### config.mk
export PLATFORM = sky130hd
export DESIGN_NAME = radio_event_status_flags
export DESIGN_NICKNAME = d
export VERILOG_FILES = /design/src/event_status_pkg.sv /design/src/radio_event_status_flags.sv
export SDC_FILE = /design/constraint.sdc
export NUM_CORES = 1
export LEC_CHECK = 0
export BUFFER_PORTS_ARGS = -buffer_cell sky130_fd_sc_hd__clkbuf_2
export CORE_MARGIN = 3
export CORE_UTILIZATION = 51
export DETAILED_ROUTE_END_ITERATION = 6
export PLACE_DENSITY = 0.77
export SETUP_SLACK_MARGIN = 0.4
export SYNTH_ARGS = -nofsm -noshare
export SYNTH_HDL_FRONTEND = slang
export SYNTH_SLANG_ARGS = --single-unit
### constraint.sdc
create_clock -name clock -period 5.6 [get_ports clock]
set_clock_uncertainty 0.15 [all_clocks]
set_input_delay 1.12 -clock clock [delete_from_list [all_inputs] [get_ports clock]]
set_output_delay 1.12 -clock clock [all_outputs]
set_load 0.01 [all_outputs]
### src/event_status_pkg.sv
package event_status_pkg;
  localparam logic [7:0]  system_event_status_addr = 8'h44;
  localparam logic [7:0]  event_enable_addr        = 8'h3c;
  localparam logic [7:0]  spi_crc_count_addr       = 8'h1a;
  localparam logic [7:0]  header_err_count_addr    = 8'h04;
  localparam logic [7:0]  timestamp_addr           = 8'h64;
  localparam logic [7:0]  antenna_delay_addr       = 8'h00;
  localparam logic [7:0]  control_addr             = 8'h10;
  localparam int spi_crc_bit        = 2;
  localparam int auto_ack_bit       = 3;
  localparam int tx_begins_bit      = 4;
  localparam int tx_preamble_bit    = 5;
  localparam int tx_header_bit      = 6;
  localparam int tx_frame_bit       = 7;
  localparam int rx_preamble_bit    = 8;
  localparam int rx_delimiter_bit   = 9;
  localparam int analyser_done_bit  = 10;
  localparam int rx_header_bit      = 11;
  localparam int rx_header_err_bit  = 12;
  localparam int rx_frame_ready_bit = 13;
  localparam int rx_crc_good_bit    = 14;
  localparam int ctl_crc_mode_bit   = 0;
  localparam int ctl_count_en_bit   = 1;
  localparam int ctl_filter_bit     = 2;
  localparam int ctl_late_seq_bit   = 3;
  localparam int flag_lo            = 2;
  localparam int flag_hi            = 14;
  localparam logic [47:0] status_reset    = 48'h0000_0000_0004;
  localparam logic [47:0] flag_mask       = 48'h0000_0000_7ffc;
  localparam logic [31:0] enable_reset    = 32'h0000_0000;
  localparam logic [3:0]  control_reset   = 4'h0;
  localparam logic [15:0] antenna_reset   = 16'h0000;
  localparam logic [15:0] count_reset     = 16'h0000;
  localparam logic [39:0] timestamp_reset = 40'h00_0000_0000;
endpackage

### src/radio_event_status_flags.sv
// Notes on behaviour
// - In CRC mode, a write CRC mismatch sets the SPI CRC error flag.
// - With CRC mode off, the SPI CRC error flag always reads set.
// - Count write CRC errors only while event counting is enabled.
// - With filtering on, a valid ack-request frame sets the ack trigger flag.
// - Transmit-begins flag sets when preamble sending starts.
// - Preamble-sent flag sets when delimiter sending starts.
// - Header-sent flag sets once the PHY header is out.
// - Frame-sent flag sets at payload end, or after header for empty frames; here only tx_payload_done sets it, tx_header_done does not.
// - Writing a one to a flag bit clears that flag.
// - Preamble-detected flag sets once the preamble is confirmed.
// - Delimiter-detected flag sets when the delimiter is found.
// - Analyser-done flag sets when timestamp adjustment completes; timestamp readable.
// - Adjusted timestamp is marker time minus programmed antenna delay.
// - With late sequence processing, analyser-done waits for that processing.
// - Header-decoded flag sets when PHY header decoding finishes.
// - Uncorrectable header error sets header-error flag and aborts reception.
// - Count header errors only while event counting is enabled.
// - Frame-ready flag sets when reception completes.
// - CRC-good flag sets with frame-ready only if the CRC matches.
// - Flags latch when set; writing zero leaves them unchanged.
// - Interrupt output is high while any enabled flag is set.
//
// Design decision made here: the plain strobed port.
module radio_event_status_flags (
  input  wire logic        clock,
  input  wire logic        resetn,
  input  wire logic        clock_enable,
  input  wire logic [7:0]  address,
  input  wire logic [47:0] write_data,
  input  wire logic        write_strobe,
  input  wire logic        read_strobe,
  output logic      [47:0] read_data,
  input  wire logic        spi_write_done,
  input  wire logic        spi_crc_mismatch,
  input  wire logic        ack_frame_received,
  input  wire logic        tx_preamble_start,
  input  wire logic        tx_delimiter_start,
  input  wire logic        tx_header_done,
  input  wire logic        tx_payload_done,
  input  wire logic        rx_preamble_confirmed,
  input  wire logic        rx_delimiter_found,
  input  wire logic        rx_header_done,
  input  wire logic        rx_header_uncorrectable,
  input  wire logic        rx_complete,
  input  wire logic        rx_crc_match,
  input  wire logic        analyser_preamble_done,
  input  wire logic        analyser_sequence_done,
  input  wire logic [39:0] ranging_marker,
  output logic             rx_abort,
  output logic             irq
);
  import event_status_pkg::*;

  logic        reset_meta;
  logic        reset_sync;
  logic [47:0] status;
  logic [47:0] next_status;
  logic [31:0] event_enable;
  logic [31:0] next_event_enable;
  logic [3:0]  control;
  logic [3:0]  next_control;
  logic [15:0] rx_antenna_delay;
  logic [15:0] next_rx_antenna_delay;
  logic [15:0] spi_crc_count;
  logic [15:0] next_spi_crc_count;
  logic [15:0] header_err_count;
  logic [15:0] next_header_err_count;
  logic [39:0] rx_timestamp;
  logic [39:0] next_rx_timestamp;
  logic [47:0] next_read_data;
  logic        next_rx_abort;
  logic        next_irq;
  logic [47:0] set_events;
  logic        spi_crc_error;
  logic        analyser_finish;

  // Reset release is synchronised; assertion stays asynchronous
  always_ff @(posedge clock or negedge resetn) begin
    if (!resetn) begin
      reset_meta <= 1'b0;
      reset_sync <= 1'b0;
    end else begin
      reset_meta <= 1'b1;
      reset_sync <= reset_meta;
    end
  end

  assign spi_crc_error   = control[ctl_crc_mode_bit] && spi_write_done && spi_crc_mismatch;
  // Late sequence mode ignores the earlier preamble result
  assign analyser_finish = control[ctl_late_seq_bit] ? analyser_sequence_done
                                                     : analyser_preamble_done;

  always_comb begin
    set_events                     = '0;
    set_events[spi_crc_bit]        = spi_crc_error;
    set_events[auto_ack_bit]       = control[ctl_filter_bit] && ack_frame_received;
    set_events[tx_begins_bit]      = tx_preamble_start;
    set_events[tx_preamble_bit]    = tx_delimiter_start;
    set_events[tx_header_bit]      = tx_header_done;
    set_events[tx_frame_bit]       = tx_payload_done;
    set_events[rx_preamble_bit]    = rx_preamble_confirmed;
    set_events[rx_delimiter_bit]   = rx_delimiter_found;
    set_events[analyser_done_bit]  = analyser_finish;
    set_events[rx_header_bit]      = rx_header_done;
    set_events[rx_header_err_bit]  = rx_header_uncorrectable;
    set_events[rx_frame_ready_bit] = rx_complete;
    set_events[rx_crc_good_bit]    = rx_complete && rx_crc_match;
  end

  // Status flags: clear by write-one, then merge the new events
  always_comb begin
    next_status = status;
    if (write_strobe && address == system_event_status_addr) begin
      next_status = status & ~(write_data & flag_mask);
    end
    // Set is applied after the clear so a coincident event survives
    next_status = next_status | set_events;
    // The flag means nothing without CRC mode, so it is pinned high
    if (!control[ctl_crc_mode_bit]) begin
      next_status[spi_crc_bit] = 1'b1;
    end
  end

  always_ff @(posedge clock or negedge reset_sync) begin
    if (!reset_sync) begin
      status <= status_reset;
    end else if (clock_enable) begin
      status <= next_status;
    end
  end

  // Software configuration
  always_comb begin
    next_event_enable     = event_enable;
    next_control          = control;
    next_rx_antenna_delay = rx_antenna_delay;
    if (write_strobe) begin
      unique case (address)
        event_enable_addr:  next_event_enable = write_data[31:0];
        control_addr:       next_control = write_data[3:0];
        antenna_delay_addr: next_rx_antenna_delay = write_data[15:0];
        default:            next_control = control;
      endcase
    end
  end

  always_ff @(posedge clock or negedge reset_sync) begin
    if (!reset_sync) begin
      event_enable     <= enable_reset;
      control          <= control_reset;
      rx_antenna_delay <= antenna_reset;
    end else if (clock_enable) begin
      event_enable     <= next_event_enable;
      control          <= next_control;
      rx_antenna_delay <= next_rx_antenna_delay;
    end
  end

  // Error counters wrap silently; software reads the difference
  always_comb begin
    next_spi_crc_count    = spi_crc_count;
    next_header_err_count = header_err_count;
    if (control[ctl_count_en_bit] && spi_crc_error) begin
      next_spi_crc_count = spi_crc_count + 16'h0001;
    end
    if (control[ctl_count_en_bit] && rx_header_uncorrectable) begin
      next_header_err_count = header_err_count + 16'h0001;
    end
  end

  always_ff @(posedge clock or negedge reset_sync) begin
    if (!reset_sync) begin
      spi_crc_count    <= count_reset;
      header_err_count <= count_reset;
    end else if (clock_enable) begin
      spi_crc_count    <= next_spi_crc_count;
      header_err_count <= next_header_err_count;
    end
  end

  // Timestamp is latched with the done flag so both agree when read
  always_comb begin
    next_rx_timestamp = rx_timestamp;
    if (analyser_finish) begin
      next_rx_timestamp = ranging_marker - {24'h00_0000, rx_antenna_delay};
    end
  end

  always_ff @(posedge clock or negedge reset_sync) begin
    if (!reset_sync) begin
      rx_timestamp <= timestamp_reset;
    end else if (clock_enable) begin
      rx_timestamp <= next_rx_timestamp;
    end
  end

  // Read data stand one cycle only, zero otherwise
  always_comb begin
    next_read_data = '0;
    if (read_strobe) begin
      unique case (address)
        system_event_status_addr: next_read_data = status;
        event_enable_addr:        next_read_data = {16'h0000, event_enable};
        control_addr:             next_read_data = {44'h000_0000_0000, control};
        antenna_delay_addr:       next_read_data = {32'h0000_0000, rx_antenna_delay};
        spi_crc_count_addr:       next_read_data = {32'h0000_0000, spi_crc_count};
        header_err_count_addr:    next_read_data = {32'h0000_0000, header_err_count};
        timestamp_addr:           next_read_data = {8'h00, rx_timestamp};
        default:                  next_read_data = '0;
      endcase
    end
  end

  always_ff @(posedge clock or negedge reset_sync) begin
    if (!reset_sync) begin
      read_data <= '0;
    end else if (clock_enable) begin
      read_data <= next_read_data;
    end
  end

  // Outputs toward the radio and the host
  always_comb begin
    next_rx_abort = rx_header_uncorrectable;
    next_irq      = |(status[31:0] & event_enable);
  end

  always_ff @(posedge clock or negedge reset_sync) begin
    if (!reset_sync) begin
      rx_abort <= 1'b0;
      irq      <= 1'b0;
    end else if (clock_enable) begin
      rx_abort <= next_rx_abort;
      irq      <= next_irq;
    end
  end
endmodule // radio_event_status_flags

Word level (Yosys, flattened, before mapping)
Cells that the tools add are included.
{"block": "totals", "reg_bits": 224, "out_inout_bits": 50}
{"block": "classes", "addsub": 3, "eq_ne": 6, "mux": 5, "bitwise": 4, "reduce_logical": 15}
{"operator": "48-bit case mux with 7 select lines", "count": 1}
{"operator": "48-bit 2-to-1 mux", "count": 2}
{"operator": "48-bit bitwise AND", "count": 1}
{"operator": "15-bit NOT with 48-bit output", "count": 1}
{"operator": "48-bit by 15-bit OR with 48-bit output", "count": 1}
{"operator": "40-bit by 16-bit subtractor with 40-bit output", "count": 1}
{"operator": "16-bit by 1-bit adder with 16-bit output, second input constant", "count": 2}
{"operator": "32-bit bitwise AND", "count": 1}
{"operator": "32-bit OR reduction", "count": 1}
{"operator": "8-bit by 5-bit equality test with 1-bit output, second input constant", "count": 2}
{"operator": "8-bit by 7-bit equality test with 1-bit output, second input constant", "count": 2}
{"operator": "3-bit AND reduction", "count": 3}
{"operator": "8-bit by 3-bit equality test with 1-bit output, second input constant", "count": 1}
{"operator": "8-bit by 6-bit equality test with 1-bit output, second input constant", "count": 1}
{"operator": "8-bit zero test", "count": 1}
{"operator": "1-bit logical AND", "count": 7}
{"operator": "2-bit AND reduction", "count": 3}
{"operator": "1-bit 2-to-1 mux", "count": 2}

Longest topological paths before layout
{"block": "logic_depth", "word_depth": 5, "mapped_depth": 10}

Worst setup path after synthesis
Ideal clock, no wire load.
{"block": "synth_timing", "path_kind": "input to register", "from": "in address[1]", "to": "reg event_enable[0]", "setup_time_ns": 0.125, "arrival_time_ns": 2.978, "required_time_ns": 5.325, "slack_ns": 2.347, "path_stages": 7, "path_cell_list": "or3b_1 or4_1 nor2_2 and3_1 buf_2 buf_4 mux2_2"}
{"block": "synth_via", "elab_chain_cells": 2}
{"element": "from (decl)", "line": "radio_event_status_flags.sv:29", "text": "input wire logic [7:0] address,"}
{"element": "8-bit by 6-bit equality test with 1-bit output", "line": "radio_event_status_flags.sv:139", "text": "unique case (address)"}
{"element": "3-bit AND reduction (no source line)"}
{"element": "to (signal assigned)", "line": "radio_event_status_flags.sv:150", "text": "event_enable <= enable_reset;"}
{"element": "to (signal assigned)", "line": "radio_event_status_flags.sv:154", "text": "event_enable <= next_event_enable;"}
{"element": "to (decl)", "line": "radio_event_status_flags.sv:59", "text": "logic [31:0] event_enable;"}
Every way passes these cells.
A chain may end at the register's enable or synchronous reset.

Worst setup path in the final report
{"block": "layout_timing", "from": "in address[1]", "to": "reg status[8]"}
{"block": "layout_via", "elab_chain_cells": 4}
{"element": "8-bit by 7-bit equality test with 1-bit output", "line": "radio_event_status_flags.sv:114", "text": "if (write_strobe && address == system_event_status_addr) begin"}
{"element": "1-bit logical AND", "line": "radio_event_status_flags.sv:114"}
{"element": "48-bit 2-to-1 mux", "line": "radio_event_status_flags.sv:114"}
{"element": "48-bit by 15-bit OR with 48-bit output", "line": "radio_event_status_flags.sv:118", "text": "next_status = next_status | set_events;"}
{"element": "to (signal assigned)", "line": "radio_event_status_flags.sv:127", "text": "status <= status_reset;"}
{"element": "to (signal assigned)", "line": "radio_event_status_flags.sv:129", "text": "status <= next_status;"}
{"element": "to (decl)", "line": "radio_event_status_flags.sv:57", "text": "logic [47:0] status;"}
Every way passes these cells.

==> results.json <==
{
  "tritoncts": "yes",
  "ctsHoldBuffers": 0,
  "whs_ps": 209,
  "grt_max_degree": 107,
  "hpwlAfterDp_um": 19700,
  "drt-vias-per-instance": 6.12,
  "ant_nets": 0,
  "setup_viol": 0,
  "synth.top_cells.by_area": "dfrtp_1 47%, mux2_2 4.6%, nand2_1 4.4%",
  "rsz0062_at_grt": "false",
  "crit_path_start_kind": "input port",
  "fin_crit_ps": 3660,
  "yosysTopAreaCell": "dfrtp_1",
  "die_h_um": 142,
  "worstPathArrival_ps": 3820,
  "clk_pin_slew_worst_paths_ps": 70,
  "grt_overflow_total": 0,
  "drcViolationCount": 0,
  "min_period_over_period_pct": 65.3,
  "synth_seq_area_share_pct": 47.7,
  "yosys.area.top_type_share_pct": 47.4,
  "syn_to_final_growth_pct": 15.3,
  "synth_cell_types": 74,
  "grt_pass1_wl_um": 41400,
  "first_iter_violations": 783,
  "synth_edf_count": 0,
  "irDropWorstVdd_mv": 0.224,
  "synth_most_common_cell": "dfrtp_1",
  "power_density_nw_per_um2": 264,
  "p_leak_nw": 4.94,
  "die_width_um": 142,
  "timing.fmax_mhz": 273,
  "numCtsBuffers": 17,
  "synth_cells": 972,
  "wl_per_cell_um": 20.0,
  "fin_setup_tns_ps": 0,
  "status": "completed",
  "ctsResizeCount": 0,
  "portBuffers": 141,
  "drt-pass1-iter-count": 7,
  "syn_avg_cell_area_um2": 9.77,
  "io_pins": 166,
  "dieArea_um2": 20300,
  "drv_cap": 0,
  "diodes": 0,
  "syn_area_um2": 9500,
  "end_kind": "register",
  "maxSlewViolCount": 0,
  "place_congestion": 0.922,
  "fp.coreArea_um2": 18100,
  "ys_ff_latch": 181,
  "grt_pass1_vias": 7728,
  "ys_warn_count": 0,
  "totalWireLength_um": 26800,
  "hold_viol_final": 0,
  "postCtsSetupRepairBufs": 0,
  "clk_path_buf_depth": 2,
  "async_reset_ff_share_pct": 100,
  "antenna_found_initial": 0,
  "ctsHtreeMaxLevel": 4,
  "synth_commonest_cells": "180 x dfrtp_1, 112 x nand2_1, 66 x inv_1",
  "cts.root.buffer_cell": "clkbuf_16",
  "fin_nets": 1229,
  "grtUsageTotal_pct": 26.2,
  "worstSkewPairLatency_ps": 430,
  "rows": 49,
  "ys.flop_type": "dfrtp_1",
  "slew_headroom_pct": 25.7,
  "worstSetupPathType": "in -> reg",
  "worstMarginPinSlew_ps": 1110,
  "hold_class": "reg -> reg",
  "initial_core_util_pct": 52.4,
  "required_ps": 5770,
  "crit_fanout": 16,
  "cts.sinks": 181,
  "dr_total_vias": 8170,
  "final_layout_size_suffix_gt1_share_pct": 21.5
}
[power by group]
group          leakage, nW  switching, W  internal (W)
Sequential            2.29     0.0000670       0.00137
Combinational         2.36      0.000168      0.000111
Clock                0.280      0.000491      0.000692
Total                 4.94      0.000726       0.00217
[state kept, by name, summed over array words and instances (netlist names)]
| register | cells |
|---|---|
| status | 13 |
| reset_sync | 1 |
| event_enable | 32 |
| header_err_count | 16 |
| rx_timestamp | 40 |
| spi_crc_count | 16 |
| irq | 1 |
| reset_meta | 1 |
| read_data | 40 |
| control | 4 |
| rx_antenna_delay | 16 |
| rx_abort | 1 |
[cells by family (layout without fill, tap and decap cells)]
group | count (synthesis) | after routing | synth area share [%]
compound gates | 260 | 260 | 18.8
other cells | 2 | 9 | 0.0790
buf+inv | 124 | 251 | 5.49
simple gates | 292 | 292 | 15.5
xor+xnor | 41 | 41 | 3.78
fa+ha+maj | 19 | 19 | 2.58
mux | 53 | 53 | 6.11
flops | 181 | 181 | 47.7
[critical path: stages]
cell      delay, ps
clkbuf_2        100
or3b_1          410
or4_1           820
nor3_2          950
nand2_1         190
a22o_1          240
[metal layers]
metal  up-vias  share of wire [%]  GRT usage [%]
met5         -                  0              0
met2       385                 45           39.0
met4         0                2.2           7.70
met3        50                9.4           5.68
li1       3777                  -              -
met1      3958                 44           38.8
[cell usage in the layout, fill, tap and decap left out, types with 13 or more instances in the layout]
master / n
o211ai_1: 13
nand3_1: 39
ha_1: 18
nor2_1: 42
a22o_1: 17
o22ai_1: 42
clkbuf_16: 17
a221oi_1: 13
nand2_1: 111
a31oi_1: 17
clkbuf_2: 141
inv_1: 66
o21ai_0: 54
or4_1: 16
dfrtp_1: 179
a22oi_1: 22
xnor2_1: 29
a21oi_1: 22
mux2_2: 39
mux2i_1: 13
[per-stage QoR]
| stage | instances | area [um^2] | total power (W) | utilization [%] | setup slack, ps |
|---|---|---|---|---|---|
| after floorplan | 979 | 9530 | 0.00160 | - | 2350 |
| after global placement | 1304 | 10400 | 0.00172 | 57.1 | 1610 |
| after detailed placement | 1304 | 10400 | 0.00173 | 57.1 | 1550 |
| after CTS | 1335 | 11000 | 0.00290 | 60.3 | 2000 |
| after global routing | 1335 | 11000 | 0.00300 | 60.3 | 1850 |
| final | 1335 | 11000 | 0.00290 | 60.3 | 1940 |
[cell type report]
class	count	area (um^2)
Clock buffer	24	482
Tap cell	229	287
Multi-Input combinational cell	674	4490
Sequential cell	181	4530
Clock inverter	7	98.8
Inverter	66	248
Fill cell	1541	7200
Timing Repair Buffer	154	816
[worst paths after layout]
| path | startpoint | end | slack (ps) | cells after the start |
|---|---|---|---|---|
| max in group asynchronous | reset_sync | rx_timestamp[29] | 3870 | 1 |
| worst max-delay path | address[1] | status[8] | 1940 | 6 |
| min in group asynchronous | resetn | reset_sync | 310 | 1 |
| worst min-delay path | reset_meta | reset_sync | 210 | 0 |
| worst max register to register | rx_antenna_delay[0] | rx_timestamp[28] | 2650 | 8 |
| worst min register to register | reset_meta | reset_sync | 210 | 0 |
(Power assumes the default switching activity.)
